$ cat src/pss_flag_mem.sv
// Shared constants and the per-entry sequential flag memory
`timescale 1ns/1ps
package pss_pkg;
    // ------------------------------------------------------------
    // Sizes
    // ------------------------------------------------------------
    localparam int NUM_LINES   = 6;
    localparam int SEL_W       = 6;
    localparam int NUM_ENTRIES = 64;
    localparam int CUR_W       = 7;
    // ------------------------------------------------------------
    // Reset values and last entry index
    // ------------------------------------------------------------
    localparam logic [CUR_W-1:0] CUR_NONE      = 7'h7f;
    localparam logic [SEL_W-1:0] SEQ_START_RST = 6'h00;
    localparam logic [SEL_W-1:0] LAST_ENTRY    = 6'h3f;
    localparam logic             FLAG_RST      = 1'h0;
    // ------------------------------------------------------------
    // Launch state
    // ------------------------------------------------------------
    typedef enum logic [1:0] {
        PSS_IDLE    = 2'h0,
        PSS_SEQ_RD  = 2'h1,
        PSS_SEQ_DEC = 2'h3,
        PSS_BUSY    = 2'h2
    } pss_state_t;
endpackage

module pss_flag_mem #(
    parameter int DEPTH  = pss_pkg::NUM_ENTRIES,
    parameter int ADDR_W = pss_pkg::SEL_W
) (
    input  wire logic              core_clk_in,
    input  wire logic              reset_in,
    input  wire logic              wr_en_in,
    input  wire logic [ADDR_W-1:0] wr_addr_in,
    input  wire logic              wr_data_in,
    input  wire logic [ADDR_W-1:0] rd_addr_in,
    output logic                   rd_data_out
);
    logic [DEPTH-1:0] flag_q;

    // one flag per entry, disabled at reset
    always_ff @(posedge core_clk_in) begin
        if (reset_in) begin
            flag_q <= {DEPTH{pss_pkg::FLAG_RST}};
        end else if (wr_en_in) begin
            flag_q[wr_addr_in] <= wr_data_in;
        end
    end

    always_ff @(posedge core_clk_in) begin
        if (reset_in) begin
            rd_data_out <= pss_pkg::FLAG_RST;
        end else begin
            rd_data_out <= flag_q[rd_addr_in];
        end
    end
endmodule // pss_flag_mem

$ cat src/pss_start_sel.sv
// Positioning start selector: picks which stored entry runs, and when
`timescale 1ns/1ps
module pss_start_sel #(
    parameter int LINES  = pss_pkg::NUM_LINES,
    parameter int SEL_W  = pss_pkg::SEL_W
) (
    input  wire logic                    core_clk_in,
    input  wire logic                    reset_in,
    input  wire logic [SEL_W-1:0]        data_select_in,
    input  wire logic                    start_in,
    input  wire logic [LINES-1:0]        direct_launch_line_in,
    input  wire logic                    sequence_advance_input_in,
    input  wire logic                    move_done_in,
    input  wire logic                    seq_clear_in,
    input  wire logic                    map_wr_en_in,
    input  wire logic [2:0]              map_wr_line_in,
    input  wire logic [SEL_W-1:0]        map_wr_entry_in,
    input  wire logic                    flag_wr_en_in,
    input  wire logic [SEL_W-1:0]        flag_wr_addr_in,
    input  wire logic                    flag_wr_data_in,
    output logic                         ready_out,
    output logic                         launch_out,
    output logic [SEL_W-1:0]             entry_out,
    output logic [pss_pkg::CUR_W-1:0]    current_entry_out,
    output logic [SEL_W-1:0]             seq_start_out
);
    // ------------------------------------------------------------
    // State
    // ------------------------------------------------------------
    pss_pkg::pss_state_t         state_q;
    pss_pkg::pss_state_t         state_d;
    logic                        start_prev_q;
    logic                        adv_prev_q;
    logic [LINES-1:0]            line_prev_q;
    logic [SEL_W-1:0]            map_q [LINES];
    logic [pss_pkg::CUR_W-1:0]   cur_q;
    logic [SEL_W-1:0]            seq_start_q;
    logic                        launch_q;
    logic [SEL_W-1:0]            entry_q;
    logic                        next_flag;
    logic                        ready_q;

    // ------------------------------------------------------------
    // Edge detection
    // ------------------------------------------------------------
    wire               start_rise;
    wire               adv_rise;
    wire [LINES-1:0]   line_rise;
    wire               idle;
    assign start_rise = start_in & ~start_prev_q;
    assign adv_rise   = sequence_advance_input_in & ~adv_prev_q;
    assign line_rise  = direct_launch_line_in & ~line_prev_q;
    assign idle       = (state_q == pss_pkg::PSS_IDLE);

    always_ff @(posedge core_clk_in) begin
        if (reset_in) begin
            start_prev_q <= 1'h0;
            adv_prev_q   <= 1'h0;
            line_prev_q  <= '0;
        end else begin
            start_prev_q <= start_in;
            adv_prev_q   <= sequence_advance_input_in;
            line_prev_q  <= direct_launch_line_in;
        end
    end

    // ------------------------------------------------------------
    // Direct line selection
    // ------------------------------------------------------------
    logic              line_any;
    logic [SEL_W-1:0]  line_entry;
    always_comb begin
        line_any   = 1'h0;
        line_entry = '0;
        for (int k = LINES - 1; k >= 0; k--) begin
            if (line_rise[k]) begin
                line_any   = 1'h1;
                line_entry = map_q[k];
            end
        end
    end

    // map registers, line k resets to k
    always_ff @(posedge core_clk_in) begin
        if (reset_in) begin
            for (int k = 0; k < LINES; k++) begin
                map_q[k] <= SEL_W'(k);
            end
        end else if (map_wr_en_in && (int'(map_wr_line_in) < LINES)) begin
            map_q[map_wr_line_in] <= map_wr_entry_in;
        end
    end

    // ------------------------------------------------------------
    // Sequence lookup
    // ------------------------------------------------------------
    wire               cur_none;
    wire               cur_last;
    wire [SEL_W-1:0]   next_addr;
    wire [SEL_W-1:0]   seq_entry;
    assign cur_none  = (cur_q == pss_pkg::CUR_NONE);
    assign cur_last  = (cur_q[SEL_W-1:0] == pss_pkg::LAST_ENTRY);
    assign next_addr = cur_q[SEL_W-1:0] + 6'h01;
    // disabled next entry falls back to start
    assign seq_entry = (cur_none || cur_last || !next_flag)
                     ? seq_start_q : next_addr;

    pss_flag_mem #(
        .DEPTH  (pss_pkg::NUM_ENTRIES),
        .ADDR_W (SEL_W)
    ) u_flags (
        .core_clk_in (core_clk_in),
        .reset_in    (reset_in),
        .wr_en_in    (flag_wr_en_in),
        .wr_addr_in  (flag_wr_addr_in),
        .wr_data_in  (flag_wr_data_in),
        .rd_addr_in  (next_addr),
        .rd_data_out (next_flag)
    );

    // ------------------------------------------------------------
    // Launch decision
    // ------------------------------------------------------------
    wire   sel_go;
    wire   line_go;
    wire   seq_go;
    // start wins, then direct, then advance
    assign sel_go  = idle & start_rise;
    assign line_go = idle & ~start_rise & line_any;
    assign seq_go  = idle & ~start_rise & ~line_any & adv_rise;

    always_comb begin
        state_d = state_q;
        unique case (state_q)
            pss_pkg::PSS_IDLE: begin
                if (sel_go || line_go) begin
                    state_d = pss_pkg::PSS_BUSY;
                end else if (seq_go) begin
                    state_d = pss_pkg::PSS_SEQ_RD;
                end
            end
            pss_pkg::PSS_SEQ_RD:  state_d = pss_pkg::PSS_SEQ_DEC;
            pss_pkg::PSS_SEQ_DEC: state_d = pss_pkg::PSS_BUSY;
            pss_pkg::PSS_BUSY: begin
                if (move_done_in) begin
                    state_d = pss_pkg::PSS_IDLE;
                end
            end
        endcase
    end

    always_ff @(posedge core_clk_in) begin
        if (reset_in) begin
            state_q <= pss_pkg::PSS_IDLE;
        end else begin
            state_q <= state_d;
        end
    end

    // ------------------------------------------------------------
    // Launch outputs and pointers
    // ------------------------------------------------------------
    always_ff @(posedge core_clk_in) begin
        if (reset_in) begin
            launch_q    <= 1'h0;
            entry_q     <= '0;
            cur_q       <= pss_pkg::CUR_NONE;
            seq_start_q <= pss_pkg::SEQ_START_RST;
        end else begin
            launch_q <= 1'h0;
            if (sel_go) begin
                launch_q    <= 1'h1;
                entry_q     <= data_select_in;
                cur_q       <= {1'h0, data_select_in};
                seq_start_q <= data_select_in;
            end else if (line_go) begin
                launch_q    <= 1'h1;
                entry_q     <= line_entry;
                cur_q       <= {1'h0, line_entry};
                seq_start_q <= line_entry;
            end else if (state_q == pss_pkg::PSS_SEQ_DEC) begin
                launch_q <= 1'h1;
                entry_q  <= seq_entry;
                cur_q    <= {1'h0, seq_entry};
            end
            if (seq_clear_in) begin
                cur_q       <= pss_pkg::CUR_NONE;
                seq_start_q <= pss_pkg::SEQ_START_RST;
            end
        end
    end

    // ready low from launch request until done
    always_ff @(posedge core_clk_in) begin
        if (reset_in) begin
            ready_q <= 1'h1;
        end else begin
            ready_q <= (state_d == pss_pkg::PSS_IDLE);
        end
    end

    assign ready_out         = ready_q;
    assign launch_out        = launch_q;
    assign entry_out         = entry_q;
    assign current_entry_out = cur_q;
    assign seq_start_out     = seq_start_q;
endmodule // pss_start_sel

$ cat config.mk
export PLATFORM = sky130hd
export DESIGN_NAME = pss_start_sel
export DESIGN_NICKNAME = d
export VERILOG_FILES = /design/src/pss_flag_mem.sv /design/src/pss_start_sel.sv
export SDC_FILE = /design/constraint.sdc
export NUM_CORES = 1
export LEC_CHECK = 0
export BUFFER_PORTS_ARGS = -buffer_cell sky130_fd_sc_hd__clkbuf_2
export CORE_MARGIN = 2
export CORE_UTILIZATION = 50
export DETAILED_ROUTE_END_ITERATION = 8
export PLACE_DENSITY = 0.69
export SLEW_MARGIN = 0
export SYNTH_ARGS = -nofsm -noshare
export SYNTH_HDL_FRONTEND = slang
export SYNTH_HIERARCHICAL = 1
export SYNTH_SLANG_ARGS = --single-unit
$ cat constraint.sdc
create_clock -name core_clk_in -period 6.56 [get_ports core_clk_in]
set_clock_uncertainty 0.2 [all_clocks]
set_input_delay 0.328 -clock core_clk_in [delete_from_list [all_inputs] [get_ports core_clk_in]]
set_output_delay 0.328 -clock core_clk_in [all_outputs]
set_load 0.01 [all_outputs]
# After elaboration in Yosys (flattened, before gate mapping)
# Memory sizes are Yosys's and may differ from the RTL's.
# Cells that the tools add are included.
# W data, S select, Z words.
# totals
input_bits,36
output_inout_bits,21
register_bits,96
elab_cells,88
ram_bits,36
memories,1
# classes
n_reduce_logical,12
bitwise,13
order_cmp,4
add_sub_neg,1
n_mux,41
n_eq_ne,5
# memory_table
memory,depth,word_bits,read_ports,rd_ports_with_merged_regs,wr,line,rtl
map_q,6,6,6,0,6,pss_start_sel.sv:35,logic [SEL_W-1:0] map_q [LINES];
# ops
operator,n
$mux W6,13
$bwmux W64,1
$mux W7,3
$mux W1,17
$lt A6 B7 Y1 const B,2
$pmux W2 S4,1
$and A1 B1 Y1,7
$eq A7 B7 Y1 const B,1
$add A6 B1 Y6 const B,1
$and A6 B6 Y6,1
$bmux W1 S6,1
$demux W1 S6,1
$eq A6 B6 Y1 const B,1
$ge A6 B1 Y1 const B,1
$mux W2,3
$not A6 Y6,1
$reduce_or A6 Y1,1
$eq A2 B2 Y1 const B,2
$logic_not A2 Y1,2
$not A1 Y1,4
$logic_or A1 B1 Y1,3
$lt A3 B3 Y1 const B,1
$mux W3,1
$reduce_bool A3 Y1,1
5 further kinds,6

# Logic depth before layout (Yosys ltp)
# logic_depth
depth_word,15
mapped_depth,8
mapped_depth_nobuf,7

# By module
# The synthesis kept the hierarchy.
# modules_own_cells
module,cells_per_inst,seq_area_each_um2,area_each_um2,instances
pss_start_sel,312,1701.6,3203.1,1
pss_flag_mem,372,1301.2,3160.5,1

# Worst setup path before layout
# OpenSTA, ideal clock, no wires.
# synth_timing
path_type,flip-flop to flip-flop
start,register cur_q (netlist bit current_entry_out[0])
end,register u_flags.rd_data_out
setup_slack_ns,3.853
synth_period_minus_slack_ns,2.707
required_ns,6.243
setup_ns,0.117
arrival_ns,2.390
path_stages_with_launch,8
path_cell_list,dfxtp_1 -> ha_1 -> xor2_1 -> clkbuf_1 -> mux4_2 -> mux4_2 -> or2_0 -> a32o_1
# synth_between
elab_chain_len,3
# synth_rtl
element,line,rtl
"start, declared",pss_start_sel.sv:36,logic [pss_pkg::CUR_W-1:0] cur_q;
"start signal, assigned",pss_start_sel.sv:167,cur_q <= pss_pkg::CUR_NONE;
"start signal, assigned",pss_start_sel.sv:174,"cur_q <= {1'h0, data_select_in};"
"start signal, assigned",pss_start_sel.sv:179,"cur_q <= {1'h0, line_entry};"
$add A6 B1 Y6,pss_start_sel.sv:103,assign next_addr = cur_q[SEL_W-1:0] + 6'h01;
named net next_addr[2],pss_start_sel.sv:99,wire [SEL_W-1:0] next_addr;
$bmux W1 S6,pss_flag_mem.sv:56,rd_data_out <= flag_q[rd_addr_in];
$mux W1 (not written as such),pss_flag_mem.sv:56,
"end signal, assigned",pss_flag_mem.sv:54,rd_data_out <= pss_pkg::FLAG_RST;
"end signal, assigned",pss_flag_mem.sv:56,
"end, declared",pss_flag_mem.sv:39,output logic rd_data_out
# The timed path passes the listed nets, and every way through them passes these cells. The select of a mux whose other input is x is not followed.
# A chain may end at the register's enable or synchronous reset.

# Final worst setup path
# Same ends and word-level chain as after synthesis.

==> results.sh <==
export IMPL_muxShareOfSynthArea_pct=7.27
export IMPL_fp_dieH_um=117
export IMPL_grt_pass1_vias=5427
export IMPL_endpoint_kind="flop"
export IMPL_synth_simple_gate_area_share_pct=22.6
export IMPL_timing_fmax_ghz=0.317
export IMPL_power_leakage_nw=2.64
export IMPL_multiInputGateArea_mm2=0.00313
export IMPL_holdCritPathClass="input port to flop"
export IMPL_postSynthCellCount=684
export IMPL_finalSetupViolCount=0
export IMPL_required_ns=6.68
export IMPL_routedWlPerCell_um=19.7
export IMPL_antenna_found_initial=0
export IMPL_timing_final_crit_share_pct=48.1
export IMPL_synth_xor_area_share_pct=0.551
export IMPL_slew_headroom_pct=15.5
export IMPL_antenna_cells=0
export IMPL_cp_max_fo=17
export IMPL_power_frac_comb_pct=12.5
export IMPL_portBuffers=56
export IMPL_grt_util_met1_pct=37.9
export IMPL_post_cts_buffers=0
export IMPL_clk_latency_ns=0.43
export IMPL_ys_seq_elements=132
export IMPL_start_util_pct=50.8
export IMPL_slew_viol_final=0
export IMPL_finalNetCount=769
export IMPL_overflow=0
export IMPL_cts_buffer_depth=2
export IMPL_powerDensity_mw_per_mm2=278
export IMPL_routed_wl_um=18100
export IMPL_setup_tns_ns=0
export IMPL_via_per_inst=6.20
export IMPL_setup_slack_ns=3.41
export IMPL_rsz0062_at_grt="false"
export IMPL_die_area_mm2=0.0136
export IMPL_ant_nets=0
export IMPL_ys_seq_area_share_pct=47.2
export IMPL_synth_compound_area_share_pct=18.6
export IMPL_grt_use_total_pct=27.7
export IMPL_pwr_share_seq_pct=43.8
export IMPL_ir_drop_uv=150
export IMPL_core_area_mm2=0.0125
export IMPL_startpoint_type="flop"
export IMPL_synth_fa_ha_area_share_pct=0.197
export IMPL_grt_pass1_wl_um=28500
export IMPL_grt_util_met2_pct=42.8
export IMPL_top_usage_layer="met2"
export IMPL_clkPwrFrac_pct=43.7
export IMPL_p_sw_uw=524
export IMPL_worstMarginPinSlew_ns=1.27
export IMPL_vias=5682
export IMPL_grtUsageMet3_pct=6.18
export IMPL_cts_buffers_inserted=17
export IMPL_rows=41
export IMPL_cts_tree="built"
export IMPL_final_common_cell="dfxtp_1"
export IMPL_drtIter0Drc=668
export IMPL_yosys_warnings=6
export IMPL_io_pin_count=57
export IMPL_layout_cells_non_filler=916
export IMPL_syn_nets=721
export IMPL_grt_max_degree=93
export IMPL_cts_resized=0
export IMPL_avgSynthCellArea_um2=9.30
export IMPL_ys_types=73
export IMPL_layout_min_cycle_time_ns=3.15
export IMPL_postSynth_asyncResetShare_pct=0
export IMPL_synth_area_mm2=0.00636
export IMPL_maxCapViolCount=0
export IMPL_synth_top_flop_cell="dfxtp_1"
export IMPL_regArea_mm2=0.00300
export IMPL_clock_sinks=132
export IMPL_clkSlewWorstSetupHoldPaths_ns=0.05
export IMPL_gp_congestion=0.928
export IMPL_synthToLayoutAreaGrowth_pct=15.3
export IMPL_path_class="flop to flop"
export IMPL_drive_gt1_share_pct=16.9
export IMPL_dieWidth_um=117
export IMPL_htree_levels=4
export IMPL_status="completed"
export IMPL_route_detailed_drc=0
export IMPL_p_sw_share_pct=25.8
export IMPL_final_cell_mix="dfxtp_1, a21oi_1, nand3_1"
export IMPL_cts_root_buf="clkbuf_16"
export IMPL_fillers=1116
export IMPL_arrival_ns=3.27
export IMPL_internal_power_mw=1.51
export IMPL_dp_hpwl_um=11900
export IMPL_drtPass1Iterations=5
export IMPL_place_ws_ns=3.47
export IMPL_dpl_cell_count=877
export IMPL_hold_violations=0
export IMPL_synth_edf_count=36
export IMPL_synth_top_family_by_area="simple AND/OR/NAND/NOR gates"
-- area by class of cell --
class                   instances  share of cell area, %
inverters                       9                  0.461
flip-flops and latches        132                   40.9
well taps                     172                   2.93
multi-input cells             503                   42.7
repair buffers                 69                   5.42
clock inverters                 3                  0.239
clock buffers                  28                   7.34
-- worst paths after layout --
check	cells after the start	from	slack (ns)	endpoint
worst max register to register	5	current_entry_out[0]	3.41	u_flags/rd_data_out
worst min register to register	2	current_entry_out[6]	0.25	current_entry_out[6]
worst max-delay path	5	current_entry_out[0]	3.41	u_flags/rd_data_out
worst min-delay path	2	map_wr_entry_in[0]	0.009	map_q[4][0]
-- cell usage after synthesis, drive strengths merged (3+ instances only) --
cell type / count / area, um2
a21oi: 87 / 447
a221oi: 4 / 35.0
nand2b: 14 / 90.1
o31ai: 3 / 22.5
and2b: 4 / 35.0
and3b: 3 / 26.3
nor2: 59 / 224
nand2: 38 / 143
nand3: 82 / 415
a31oi: 3 / 18.8
buf: 11 / 88.8
o21ai: 72 / 364
a22oi: 5 / 42.5
and3: 4 / 25.0
a311oi: 4 / 52.6
edfxtp: 36 / 1080
or3: 3 / 23.8
mux4: 17 / 402
dfxtp: 96 / 1920
nor2b: 19 / 129
mux2i: 5 / 50.1
nor3: 13 / 97.6
or2: 7 / 43.8
and2: 16 / 100
inv: 9 / 33.8
a211oi: 7 / 52.6
clkbuf: 29 / 109
-- power by group through the flow --
stage | clock network [mW] | registers (mW) | logic, mW
floorplan | 0 | 0.904 | 0.169
global placement | 0 | 0.906 | 0.242
detailed placement | 0 | 0.907 | 0.245
CTS | 0.892 | 0.890 | 0.251
global route | 0.924 | 0.894 | 0.275
finish | 0.890 | 0.891 | 0.255
-- critical path: stages, from the launching register on --
cell	delay [ns]
dfxtp_1	0.38
ha_1	0.88
mux4_1	0.68
mux4_2	0.49
or2_0	0.21
a32o_1	0.20
-- sequential cells by signal (all words and copies together) (netlist names) --
register / flops
u_flags/flag_q: 64
map_q: 36
current_entry_out: 7
entry_out: 6
line_prev_q: 6
seq_start_out: 6
state_q: 2
adv_prev_q: 1
launch_out: 1
ready_out: 1
start_prev_q: 1
u_flags/rd_data_out: 1
-- metrics by stage --
stage / instance area [um2] / util (%) / hold slack (ns) / power, mW
2_1_floorplan: 6360 / - / 0.200 / 1.07
3_3_place_gp: 6700 / 53.5 / 0.235 / 1.15
3_5_place_dp: 6700 / 53.5 / 0.250 / 1.15
4_1_cts: 7330 / 58.6 / 0.000640 / 2.03
5_1_grt: 7330 / 58.6 / 0.0253 / 2.09
6_report: 7330 / 58.6 / 0.00920 / 2.04
-- layer usage --
| layer | up-vias | routed length (um) |
|---|---|---|
| met5 | - | 0 |
| met4 | 0 | 458 |
| met3 | 43 | 1490 |
| met2 | 268 | 8430 |
| met1 | 2757 | 7710 |
| li1 | 2614 | - |
-- kinds of logic (layout without fill, tap and decap cells) --
kind of cell,count (synthesis),in the layout
adder cells (fa/ha/maj),1,1
XOR/XNOR,4,4
AO/OA/AOI/OAI,202,202
flip-flops,132,132
buffers and inverters,49,109
multiplexers,23,23
AND/OR/NAND/NOR,273,273
-- timing repair --
action / in CTS / in global routing
hold buffers: 8 / 0
endpoints found under the hold margin: 8 / 0
endpoints found under the setup margin: 0 / 0
No activity file was read; power rests on OpenSTA's default activity.
